**src/usb_glob_pkg.sv**
```systemverilog
package usb_glob_pkg;

    // ==========================================================
    // Register addresses
    localparam logic [7:0] FLAGS_ADDR   = 8'hBD;
    localparam logic [7:0] ENABLES_ADDR = 8'hBE;
    localparam logic [7:0] ADDRESS_ADDR = 8'hC6;

    // ==========================================================
    // Field positions
    localparam int WAKEUP_BIT   = 5;
    localparam int EOR_BIT      = 4;
    localparam int SOF_BIT      = 3;
    localparam int SUSPEND_BIT  = 0;
    localparam int FEN_BIT      = 7;
    localparam int ADDR_MSB     = 6;
    localparam logic [7:0] EVENT_MASK = 8'h39;

    // ==========================================================
    // Reset values
    localparam logic [7:0] FLAGS_RESET   = 8'h00;
    localparam logic [7:0] ENABLES_RESET = 8'h10;
    localparam logic [7:0] ADDRESS_RESET = 8'h00;
    localparam logic [6:0] DEFAULT_ADDR  = 7'h00;

    // ==========================================================
    // Timing
    localparam int CLK_PERIOD_PS   = 50000;
    localparam int CLK_MHZ         = 20;
    localparam int FS_BIT_PS       = 83333;
    localparam int RESET_BITS      = 32;
    localparam int RESET_CYCLES    =
        (RESET_BITS * FS_BIT_PS + CLK_PERIOD_PS - 1) / CLK_PERIOD_PS;
    localparam int SUSPEND_US      = 3000;
    localparam int SUSPEND_CYCLES  = SUSPEND_US * CLK_MHZ;

endpackage

```
**src/usb_device_address_and_global_irq.sv**
```systemverilog
`timescale 1ns/100ps
// Behaviour
// - Function enable is cleared at power-up; once set, firmware writes cannot clear it.
// - Address field is forced to zero after power-up and every USB bus reset.
// - Address register reads all zeros after hardware reset.
// - Wake-up flag sets when a suspended bus goes non-idle, not by upstream resume.
// - End-of-reset flag sets when the end of a bus reset is seen.
// - Start-of-frame flag sets on each correctly received start-of-frame packet.
// - Suspend flag sets when the bus stays idle for 3 ms.
// - USB interrupt asserts when any flag is set with its enable set.
// - Reserved flag and enable bits read zero; writes to them are ignored.
// - Enable register resets to 0x10, end-of-reset enable only.
// - Each enable bit gates only its own event onto the interrupt.
// - Bus reset is single-ended zero held at least 32 full-speed bit times.
module usb_device_address_and_global_irq #(
    parameter int SUSPEND_CYCLES = usb_glob_pkg::SUSPEND_CYCLES
) (
    input  wire logic       core_clk,
    input  wire logic       rst,
    input  wire logic [7:0] sfr_addr,
    input  wire logic       sfr_wr,
    input  wire logic       sfr_rd,
    input  wire logic [7:0] sfr_wdata,
    output logic      [7:0] sfr_rdata,
    input  wire logic       usb_se0,
    input  wire logic       usb_idle,
    input  wire logic       sof_received,
    input  wire logic       upstream_resume,
    output logic            usb_irq,
    output logic            function_enable,
    output logic      [6:0] device_address_field,
    output logic            bus_reset_active,
    output logic            usb_suspended
);
    localparam int RST_CYC = usb_glob_pkg::RESET_CYCLES;
    localparam int SE0_W   = $clog2(RST_CYC + 1);
    localparam int IDLE_W  = $clog2(SUSPEND_CYCLES + 1);
    localparam logic [SE0_W-1:0]  SE0_SAT  = SE0_W'(RST_CYC);
    localparam logic [IDLE_W-1:0] IDLE_SAT = IDLE_W'(SUSPEND_CYCLES);
    localparam logic [IDLE_W-1:0] IDLE_ONE = IDLE_W'(1);
    localparam logic [SE0_W-1:0]  SE0_ONE  = SE0_W'(1);

    // ==========================================================
    // Bus line monitor
    typedef enum logic [2:0] {
        LINK_ACTIVE  = 3'b001,
        LINK_RESET   = 3'b010,
        LINK_SUSPEND = 3'b100
    } link_state_type;

    link_state_type        link_reg;
    link_state_type        link_next;
    logic [SE0_W-1:0]      se0_cnt_reg;
    logic [SE0_W-1:0]      se0_cnt_next;
    logic [IDLE_W-1:0]     idle_cnt_reg;
    logic [IDLE_W-1:0]     idle_cnt_next;
    logic                  eor_evt;
    logic                  susp_evt;
    logic                  wake_evt;

    always_comb begin
        link_next     = link_reg;
        se0_cnt_next  = '0;
        idle_cnt_next = '0;
        eor_evt       = 1'b0;
        susp_evt      = 1'b0;
        wake_evt      = 1'b0;
        if (usb_se0) begin
            // Saturating count keeps the counter narrow during long resets
            se0_cnt_next = (se0_cnt_reg == SE0_SAT) ? se0_cnt_reg : se0_cnt_reg + SE0_ONE;
        end
        case (link_reg)
            LINK_ACTIVE: begin
                if (usb_se0 && se0_cnt_next == SE0_SAT) begin
                    link_next = LINK_RESET;
                end else if (usb_idle) begin
                    idle_cnt_next = idle_cnt_reg + IDLE_ONE;
                    if (idle_cnt_next == IDLE_SAT) begin
                        susp_evt  = 1'b1;
                        link_next = LINK_SUSPEND;
                    end
                end
            end
            LINK_RESET: begin
                if (!usb_se0) begin
                    eor_evt   = 1'b1;
                    link_next = LINK_ACTIVE;
                end
            end
            LINK_SUSPEND: begin
                if (!usb_idle) begin
                    // Own resume signalling must not count as a wake-up
                    wake_evt  = !upstream_resume;
                    link_next = LINK_ACTIVE;
                end
            end
            default: begin
                link_next = LINK_ACTIVE;
            end
        endcase
    end

    always_ff @(posedge core_clk) begin
        if (rst) begin
            link_reg     <= LINK_ACTIVE;
            se0_cnt_reg  <= '0;
            idle_cnt_reg <= '0;
        end else begin
            link_reg     <= link_next;
            se0_cnt_reg  <= se0_cnt_next;
            idle_cnt_reg <= idle_cnt_next;
        end
    end

    assign bus_reset_active = (link_reg == LINK_RESET);
    assign usb_suspended    = (link_reg == LINK_SUSPEND);

    // ==========================================================
    // Event flags
    logic       wr_flags;
    logic [7:0] clr_bits;
    logic       wakeup_flag;
    logic       end_of_reset_flag;
    logic       frame_start_flag;
    logic       suspend_flag;

    // Firmware clears a flag by writing zero to it; ones are ignored
    assign wr_flags = sfr_wr && sfr_addr == usb_glob_pkg::FLAGS_ADDR;
    assign clr_bits = wr_flags ? ~sfr_wdata : 8'h00;

    usb_sticky_flag u_wakeup (
        .core_clk (core_clk),
        .rst      (rst),
        .set      (wake_evt),
        .clr      (clr_bits[usb_glob_pkg::WAKEUP_BIT]),
        .q        (wakeup_flag)
    );
    usb_sticky_flag u_eor (
        .core_clk (core_clk),
        .rst      (rst),
        .set      (eor_evt),
        .clr      (clr_bits[usb_glob_pkg::EOR_BIT]),
        .q        (end_of_reset_flag)
    );
    usb_sticky_flag u_sof (
        .core_clk (core_clk),
        .rst      (rst),
        .set      (sof_received),
        .clr      (clr_bits[usb_glob_pkg::SOF_BIT]),
        .q        (frame_start_flag)
    );
    usb_sticky_flag u_suspend (
        .core_clk (core_clk),
        .rst      (rst),
        .set      (susp_evt),
        .clr      (clr_bits[usb_glob_pkg::SUSPEND_BIT]),
        .q        (suspend_flag)
    );

    logic [7:0] flags;
    always_comb begin
        flags = 8'h00;
        flags[usb_glob_pkg::WAKEUP_BIT]  = wakeup_flag;
        flags[usb_glob_pkg::EOR_BIT]     = end_of_reset_flag;
        flags[usb_glob_pkg::SOF_BIT]     = frame_start_flag;
        flags[usb_glob_pkg::SUSPEND_BIT] = suspend_flag;
    end

    // ==========================================================
    // Enables, address and read port
    logic [7:0] enables_reg;
    logic [7:0] enables_next;
    logic       fen_reg;
    logic       fen_next;
    logic [6:0] addr_reg;
    logic [6:0] addr_next;
    logic [7:0] rdata_reg;
    logic [7:0] rdata_next;
    logic       wr_addr;

    assign wr_addr = sfr_wr && sfr_addr == usb_glob_pkg::ADDRESS_ADDR;

    always_comb begin
        enables_next = enables_reg;
        fen_next     = fen_reg | (wr_addr & sfr_wdata[usb_glob_pkg::FEN_BIT]);
        addr_next    = addr_reg;
        rdata_next   = rdata_reg;
        if (sfr_wr && sfr_addr == usb_glob_pkg::ENABLES_ADDR) begin
            enables_next = sfr_wdata & usb_glob_pkg::EVENT_MASK;
        end
        if (wr_addr) begin
            addr_next = sfr_wdata[usb_glob_pkg::ADDR_MSB:0];
        end
        if (link_next == LINK_RESET || bus_reset_active) begin
            addr_next = usb_glob_pkg::DEFAULT_ADDR;
        end
        if (sfr_rd) begin
            case (sfr_addr)
                usb_glob_pkg::FLAGS_ADDR:   rdata_next = flags;
                usb_glob_pkg::ENABLES_ADDR: rdata_next = enables_reg;
                usb_glob_pkg::ADDRESS_ADDR: rdata_next = {fen_reg, addr_reg};
                default:                    rdata_next = 8'h00;
            endcase
        end
    end

    always_ff @(posedge core_clk) begin
        if (rst) begin
            enables_reg <= usb_glob_pkg::ENABLES_RESET;
            fen_reg     <= 1'b0;
            addr_reg    <= usb_glob_pkg::DEFAULT_ADDR;
            rdata_reg   <= 8'h00;
        end else begin
            enables_reg <= enables_next;
            fen_reg     <= fen_next;
            addr_reg    <= addr_next;
            rdata_reg   <= rdata_next;
        end
    end

    assign usb_irq              = |(flags & enables_reg);
    assign function_enable      = fen_reg;
    assign device_address_field = addr_reg;
    assign sfr_rdata            = rdata_reg;

    // ==========================================================
    // Checks
    // Own run length of single-ended zero, so the reset check does not unroll a long repeat
    logic [SE0_W-1:0] se0_run_reg;
    logic [SE0_W-1:0] se0_run_next;

    always_comb begin
        se0_run_next = '0;
        if (usb_se0) begin
            se0_run_next = (se0_run_reg == SE0_SAT) ? se0_run_reg : se0_run_reg + SE0_ONE;
        end
    end

    always_ff @(posedge core_clk) begin
        if (rst) begin
            se0_run_reg <= '0;
        end else begin
            se0_run_reg <= se0_run_next;
        end
    end

    fen_sticky_a: assert property (@(posedge core_clk) disable iff (rst)
        $past(fen_reg) |-> fen_reg) else $error("function enable dropped");
    addr_default_a: assert property (@(posedge core_clk) disable iff (rst)
        bus_reset_active |-> addr_reg == 7'h00) else $error("address not forced");
    reset_values_a: assert property (@(posedge core_clk)
        rst |=> {fen_reg, addr_reg} == 8'h00 && enables_reg == 8'h10 && flags == 8'h00)
        else $error("bad reset values");
    wake_set_a: assert property (@(posedge core_clk) disable iff (rst)
        usb_suspended && !usb_idle && !upstream_resume |=> wakeup_flag)
        else $error("wake-up flag missed");
    wake_own_a: assert property (@(posedge core_clk) disable iff (rst)
        !wakeup_flag && !(usb_suspended && !usb_idle && !upstream_resume) |=> !wakeup_flag)
        else $error("spurious wake-up flag");
    eor_set_a: assert property (@(posedge core_clk) disable iff (rst)
        bus_reset_active && !usb_se0 |=> end_of_reset_flag && !bus_reset_active)
        else $error("end of reset missed");
    sof_set_a: assert property (@(posedge core_clk) disable iff (rst)
        sof_received |=> frame_start_flag) else $error("frame start missed");
    reset_detect_a: assert property (@(posedge core_clk) disable iff (rst)
        usb_se0 && se0_run_reg == SE0_SAT - SE0_ONE && !usb_suspended |=> bus_reset_active)
        else $error("bus reset not detected");
    short_se0_a: assert property (@(posedge core_clk) disable iff (rst)
        !bus_reset_active && !usb_se0 ##1 usb_se0 [*8] |-> !bus_reset_active)
        else $error("short se0 taken as reset");
    hw_no_clear_a: assert property (@(posedge core_clk) disable iff (rst)
        suspend_flag && !clr_bits[0] |=> suspend_flag) else $error("flag lost");
    irq_gate_a: assert property (@(posedge core_clk) disable iff (rst)
        usb_irq == ((wakeup_flag && enables_reg[5]) || (end_of_reset_flag && enables_reg[4])
        || (frame_start_flag && enables_reg[3]) || (suspend_flag && enables_reg[0])))
        else $error("interrupt gating wrong");
    rsvd_zero_a: assert property (@(posedge core_clk) disable iff (rst)
        (enables_reg & 8'hC6) == 8'h00) else $error("reserved enable bit set");

    suspend_c: cover property (@(posedge core_clk) disable iff (rst) susp_evt);
    wake_c:    cover property (@(posedge core_clk) disable iff (rst) wake_evt);
    eor_c:     cover property (@(posedge core_clk) disable iff (rst) eor_evt ##1 usb_irq);
    clr_set_c: cover property (@(posedge core_clk) disable iff (rst)
        sof_received && clr_bits[usb_glob_pkg::SOF_BIT]);
endmodule

```
**src/usb_sticky_flag.sv**
```systemverilog
`timescale 1ns/100ps
module usb_sticky_flag (
    input  wire logic core_clk,
    input  wire logic rst,
    input  wire logic set,
    input  wire logic clr,
    output logic      q
);
    logic q_reg;
    logic q_next;

    // Set beats clear so an event landing on the clear write is kept
    always_comb begin
        q_next = q_reg;
        if (clr) begin
            q_next = 1'b0;
        end
        if (set) begin
            q_next = 1'b1;
        end
    end

    always_ff @(posedge core_clk) begin
        if (rst) begin
            q_reg <= 1'b0;
        end else begin
            q_reg <= q_next;
        end
    end

    assign q = q_reg;
endmodule
```
**config.mk**
```make
export PLATFORM = sky130hd
export DESIGN_NAME = usb_device_address_and_global_irq
export DESIGN_NICKNAME = d
export VERILOG_FILES = /design/src/usb_glob_pkg.sv /design/src/usb_device_address_and_global_irq.sv /design/src/usb_sticky_flag.sv
export SDC_FILE = /design/constraint.sdc
export NUM_CORES = 1
export LEC_CHECK = 0
export CAP_MARGIN = 15
export CORE_ASPECT_RATIO = 0.75
export CORE_MARGIN = 2
export CORE_UTILIZATION = 40
export CTS_BUF_LIST = sky130_fd_sc_hd__clkbuf_8
export CTS_CLUSTER_DIAMETER = 80
export DETAILED_ROUTE_END_ITERATION = 16
export DONT_BUFFER_PORTS = 1
export GPL_ROUTABILITY_DRIVEN = 0
export PLACE_DENSITY = 0.5
export SYNTH_ARGS = -nofsm -noshare
export SYNTH_HDL_FRONTEND = slang
export SYNTH_SLANG_ARGS = --single-unit
```
**constraint.sdc**
```tcl
create_clock -name core_clk -period 3.9 [get_ports core_clk]
set_input_delay 0.78 -clock core_clk [delete_from_list [all_inputs] [get_ports core_clk]]
set_output_delay 0.78 -clock core_clk [all_outputs]
set_load 0.01 [all_outputs]
```
==> metrics.yaml, run 1 <==
outcome: "completed"
initial_core_util: 0.4235
layout.nets: 294
synth.area.top_cells: "dfxtp_1 (43%), nor2_1 (7.7%), xor2_1 (4.2%)"
post_cts_buffers: 0
power_frac_seq: 0.568
fin_area_sq_um: 2472
worst-setup-path-type: "register to register"
async_flop_share: 0
cts_hold_buf: 0
yosysTopAreaCell: "dfxtp_1"
worstSkewPairLatency_ns: 0.30
viasPerCell: 5.359
cts_resized: 0
core_area_sq_um: 5439
ys_warn_count: 0
startpoint_type: "register"
crit_arrival_ns: 2.37
p_leak_nw: 0.8500
p_per_area_nw_per_um2: 360.8
switchingPower_uw: 190.6
antenna_cells: 0
num_vias: 1838
yosysSeqAreaShare: 0.4259
clock_path_buffers: 2
r2r_cells: 7
report.final.slew_viol_count: 0
io_buffers: 0
endpoint_kind: "register"
dpl_cell_area_sq_um: 2357
clockPowerShare: 0.413
finalClockSkew_ns: 0.006326
syn_avg_cell_area_sq_um: 8.563
final_antenna_net_count: 0
finalHoldViolations: 0
die_h_microns: 69.72
cts_root_buffer: "clkbuf_8"
grt_pass1_wl_mm: 8.507
synth_edf_count: 0
synth_top_area_frac: 0.4259
period_needed_ns: 2.137
die_area_sq_um: 6388
cp-startpoint: "se0_cnt_reg[1]"
routed_wl_mm: 4.996
netlist_area_sq_um: 2303
dieWidth_microns: 91.63
drtIter0Drc: 65
fmax_mhz: 467.9
internal_power_uw: 701.5
grt_max_degree: 25
wl_per_cell_microns: 14.57
critPathMaxFanout: 16
worst_pin_slew_ns: 0.7518
cts_htree_levels: 2
fillers: 533
power_frac_comb: 0.019
ys.flop_type: "dfxtp_1"
synth_cell_types: 49
grt_pass1_vias: 1680
dr.pass1.iters: 5
cts_tree: "yes"
fp-row-count: 23
drv_cap: 0
cts_buffers: 5
netlist_instances: 269
drive_gt1_frac: 0.06716
p_sw_frac: 0.2136
clk_pin_slew_ns: 0.10
worstReg2RegStart: "se0_cnt_reg[1]"
grt_setup_unrepaired: "no"
min_from: "enables_reg[3]"
min_path_cells: 2
tns_ns: 0
cts.sinks: 49
antenna_found_initial: 0
yosysMostFrequentCell: "dfxtp_1"
ir_drop_mv: 0.1655
place.detailed.hpwl_mm: 3.762
grt_usage: 0.1642
setup_viol: 0
drc_errors: 0
required_ns: 4.13
max_slew_margin: 0.4977
syn_to_final_growth_pct: 7.333
ys_top_cells_by_count: "dfxtp_1 (49), nor2_1 (47), nand2_1 (20), nand3_1 (19), a21oi_1 (18)"
ioPinCount: 43
largest_reg_flops: 16
syn-num-nets: 296
holdCritPathClass: "register to register"
min_period_over_period: 0.5480
grt.overflow.total: 0
ys_seq_elements: 49
-- cell usage in the layout (no fill, tap or decap), types with 3 or more instances in the layout --
cell and instances:
a21oi_1 18, a222oi_1 4, and3_1 4, clkbuf_8 5, dfxtp_1 49, ha_1 3, inv_1 5, mux2i_1 7
nand2_1 20, nand2b_1 6, nand3_1 19, nand4_1 6, nor2_1 47, nor3_1 5, nor3b_1 4, o21ai_0 5
xnor2_1 8, xor2_1 11
-- power by group through the flow --
| stage | Clock, mW | Sequential (mW) | Combinational (mW) |
|---|---|---|---|
| after global routing | 0.402 | 0.508 | 0.0198 |
| after CTS | 0.382 | 0.507 | 0.0177 |
| final | 0.368 | 0.507 | 0.0173 |
| after detailed placement | 0 | 0.519 | 0.0177 |
| after floorplan | 0 | 0.517 | 0.0182 |
| after global placement | 0 | 0.519 | 0.0179 |
-- through the flow --
step | util | hold WS (ns) | setup slack [ns] | power, mW | std cells
final | 0.4546 | 0.4825 | 1.763 | 0.8920 | 343
after CTS | 0.4546 | 0.4818 | 1.742 | 0.9065 | 343
after detailed placement | 0.4334 | 0.4684 | 1.672 | 0.5362 | 335
after global placement | 0.4334 | 0.4765 | 1.713 | 0.5364 | 335
after floorplan | - | 0.4485 | 1.743 | 0.5355 | 269
after global routing | 0.4546 | 0.5147 | 1.530 | 0.9298 | 343
-- area by class of cell --
cell class | count | area, sq um | area share
Clock buffer | 5 | 68.82 | 0.02783
Clock inverter | 3 | 46.29 | 0.01872
Inverter | 5 | 18.77 | 0.007591
Multi-Input combinational cell | 205 | 1256 | 0.5081
Sequential cell | 49 | 980.9 | 0.3968
Tap cell | 75 | 93.84 | 0.03796
Timing Repair Buffer | 1 | 7.507 | 0.003036
-- final timing paths --
kind,end,slack [ns]
max,idle_cnt_reg[11],1.76
min,enables_reg[3],0.48
max reg2reg,idle_cnt_reg[11],1.76
min reg2reg,enables_reg[3],0.48
-- per-layer routing --
layer	share of wire	global-route usage	routed length, microns
met1	0.55	0.2623	2759
met4	0.0042	0.03030	21
met5	0	0	0
met2	0.38	0.2132	1894
met3	0.064	0.04891	320
-- logic make-up after synthesis --
kind of cell / after synthesis / synth area share
buf+inv: 15 / 0.02879
mux: 7 / 0.03042
fa+ha+maj: 3 / 0.01630
xor+xnor: 19 / 0.07224
flops: 49 / 0.4259
simple gates: 132 / 0.2993
compound gates: 44 / 0.1271
-- worst max-delay path, stage by stage, from the launching register on --
cell	delay [ns]
dfxtp_1	0.44
ha_1	0.28
and4b_1	0.22
nor3_1	0.23
o21bai_1	0.14
a31oi_2	0.23
nand3b_2	0.34
nor2_1	0.19
No activity file was read; power rests on OpenSTA's default activity.
==> inputs of run 2 (changes only) <==
--- a/config.mk
+++ b/config.mk
@@ -14,7 +14,7 @@
 export DETAILED_ROUTE_END_ITERATION = 16
 export DONT_BUFFER_PORTS = 1
 export GPL_ROUTABILITY_DRIVEN = 0
-export PLACE_DENSITY = 0.5
+export PLACE_DENSITY = 0.52
 export SYNTH_ARGS = -nofsm -noshare
 export SYNTH_HDL_FRONTEND = slang
 export SYNTH_SLANG_ARGS = --single-unit
==> constraint.sdc (replaced) <==
create_clock -name core_clk -period 1.79 [get_ports core_clk]
set_input_delay 0.358 -clock core_clk [delete_from_list [all_inputs] [get_ports core_clk]]
set_output_delay 0.358 -clock core_clk [all_outputs]
set_load 0.01 [all_outputs]
==> metrics.yaml, run 2 (synthesis gave the netlist of run 1 again) <==
outcome: "completed"
cts_htree_levels: 2  # unchanged
largest_reg_flops: 16  # unchanged
drv_cap: 0  # unchanged
grt_usage: 0.1766  # +0.01239
internal_power_mw: 1.408  # +100%
startpoint_type: "register"
p_leak_nw: 1.028  # +21%
antenna_cells: 0  # unchanged
grt_max_degree: 25  # unchanged
fp-row-count: 23  # unchanged
fmax_mhz: 566.9  # +21%
worst-setup-path-type: "register to register"
initial_core_util: 0.4235  # unchanged
post_cts_buffers: 0  # unchanged
fillers: 513  # -3.8%
drc_errors: 0  # unchanged
ioPinCount: 43  # unchanged
power_frac_seq: 0.591  # +0.023
dpl_cell_area_sq_um: 2605  # +11%
switchingPower_uw: 454.2  # +140%
finalClockSkew_ns: 0.01179  # +0.005464 ns
endpoint_kind: "register"
cts_root_buffer: "clkbuf_8"
setup_viol: 0  # unchanged
grt.overflow.total: 0  # unchanged
cts_tree: "yes"
dr.pass1.iters: 5  # unchanged
io_buffers: 0  # unchanged
period_needed_ns: 1.764  # -0.3731 ns
layout.nets: 327  # +11%
worst_pin_slew_ns: 0.4490  # -0.3028 ns
dieWidth_microns: 91.63  # unchanged
finalHoldViolations: 0  # unchanged
grt_pass1_wl_mm: 9.059  # +6.5%
wl_per_cell_microns: 14.82  # +1.7%
min_period_over_period: 0.9855  # +0.4375
clk_pin_slew_ns: 0.11  # about the same
crit_arrival_ns: 2.03  # -0.34 ns
routed_wl_mm: 5.572  # +12%
power.total_mw: 1.862  # +110%
final_common_cell: "nor2_1"
power_frac_comb: 0.035  # +0.016
syn_to_final_growth_pct: 23.68
tns_ns: 0  # unchanged
clockPowerShare: 0.374  # -0.039
p_sw_frac: 0.2439  # +0.03027
num_vias: 1988  # +8.2%
critPathMaxFanout: 7  # -9
fin_area_sq_um: 2849  # +15%
grt_setup_unrepaired: "yes"
report.final.slew_viol_count: 0  # unchanged
core_area_sq_um: 5439  # unchanged
holdCritPathClass: "input pin to register"
worstSkewPairLatency_ns: 0.32  # +0.02 ns
grt_pass1_vias: 1832  # +9.0%
p_per_area_nw_per_um2: 653.6  # +81%
die_area_sq_um: 6388  # unchanged
cts_buffers: 5  # unchanged
required_ns: 2.05  # -2.08 ns
layout_common_cells: "nor2_1 (41), dfxtp_1 (37), buf_4 (33)"
max_slew_margin: 0.6981  # +0.2004
antenna_found_initial: 0  # unchanged
drtIter0Drc: 131  # +100%
clock_path_buffers: 2  # unchanged
place.detailed.hpwl_mm: 4.081  # +8.5%
final_antenna_net_count: 0  # unchanged
cts.sinks: 49  # unchanged
viasPerCell: 5.287  # -1.3%
ir_drop_mv: 0.2761  # +67%
die_h_microns: 69.72  # unchanged
drive_gt1_frac: 0.2791  # +0.2119
run 2: changes by cell type in the layout (fill, tap and decap cells not counted), moves of 2 or more:
cell / previous run / this run
buf_4: 1 / 33
dfxtp_1: 49 / 37
dfxtp_2: 0 / 9
dfxtp_4: 0 / 3
ha_1: 3 / 0
ha_4: 0 / 2
nor2_1: 47 / 41
nor2_2: 0 / 6
nor3_1: 5 / 2
nor3_2: 2 / 5
run 2: worst max-delay path, stage by stage (launching register included):
cell and delay, ns:
dfxtp_2 0.40, ha_4 0.17, and4b_1 0.20, nor3_2 0.19
o21bai_4 0.11, and2_4 0.15, a311o_1 0.27, buf_6 0.15
nor2_1 0.08
run 2: path summary, 6_finish.rpt:
check / from / end / slack [ns] / depth (start not counted)
max reg2reg: se0_cnt_reg[1] / device_address_field[0] / 0.03 / 8
min: rst / sfr_rdata[2] / 0.09 / 1
max: se0_cnt_reg[1] / device_address_field[0] / 0.03 / 8
min reg2reg: enables_reg[3] / enables_reg[3] / 0.48 / 2
run 2: metrics by stage:
| step | hold slack [ns] | setup WS, ns | utilization | instances |
|---|---|---|---|---|
| after floorplan | 0.4485 | 0.01517 | - | 269 |
| after global placement | 0.4310 | -0.03692 | 0.4790 | 368 |
| after detailed placement | 0.4318 | -0.1021 | 0.4790 | 368 |
| after CTS | 0.08520 | -0.005382 | 0.5001 | 376 |
| after global routing | 0.07532 | -0.04437 | 0.5238 | 376 |
| final | 0.09335 | 0.02601 | 0.5238 | 376 |
run 2: cell type report:
| class | instances | area (sq um) | share of cell area |
|---|---|---|---|
| clock buffer | 5 | 68.82 | 0.02415 |
| clock inverter | 3 | 26.28 | 0.009223 |
| inverter | 5 | 21.27 | 0.007466 |
| multi-input combinational | 205 | 1376 | 0.4831 |
| sequential | 49 | 1003 | 0.3522 |
| tap | 75 | 93.84 | 0.03294 |
| timing repair buffer | 34 | 259.0 | 0.09091 |
run 2: per-layer routing:
metal	up-vias	routed length [microns]	global-route usage
li1	1019	-	-
met1	906	2929	0.2711
met2	55	2150	0.2296
met3	8	412	0.05435
met4	0	79	0.05556
met5	-	0	0
run 2: repair_timing:
action                     4_1_cts  5_1_grt
setup endpoints to repair       24       26
pin swaps                        1       16
hold buffers                     0        0
resized for setup                6       38
run 2: power groups by stage:
stage                     clock network (mW)  logic [mW]  registers [mW]
final                                  0.697      0.0643            1.10
after global routing                   0.768      0.0717            1.10
after CTS                              0.718      0.0573            1.10
after detailed placement                   0      0.0567            1.13
after global placement                     0      0.0570            1.13
after floorplan                            0      0.0397            1.13
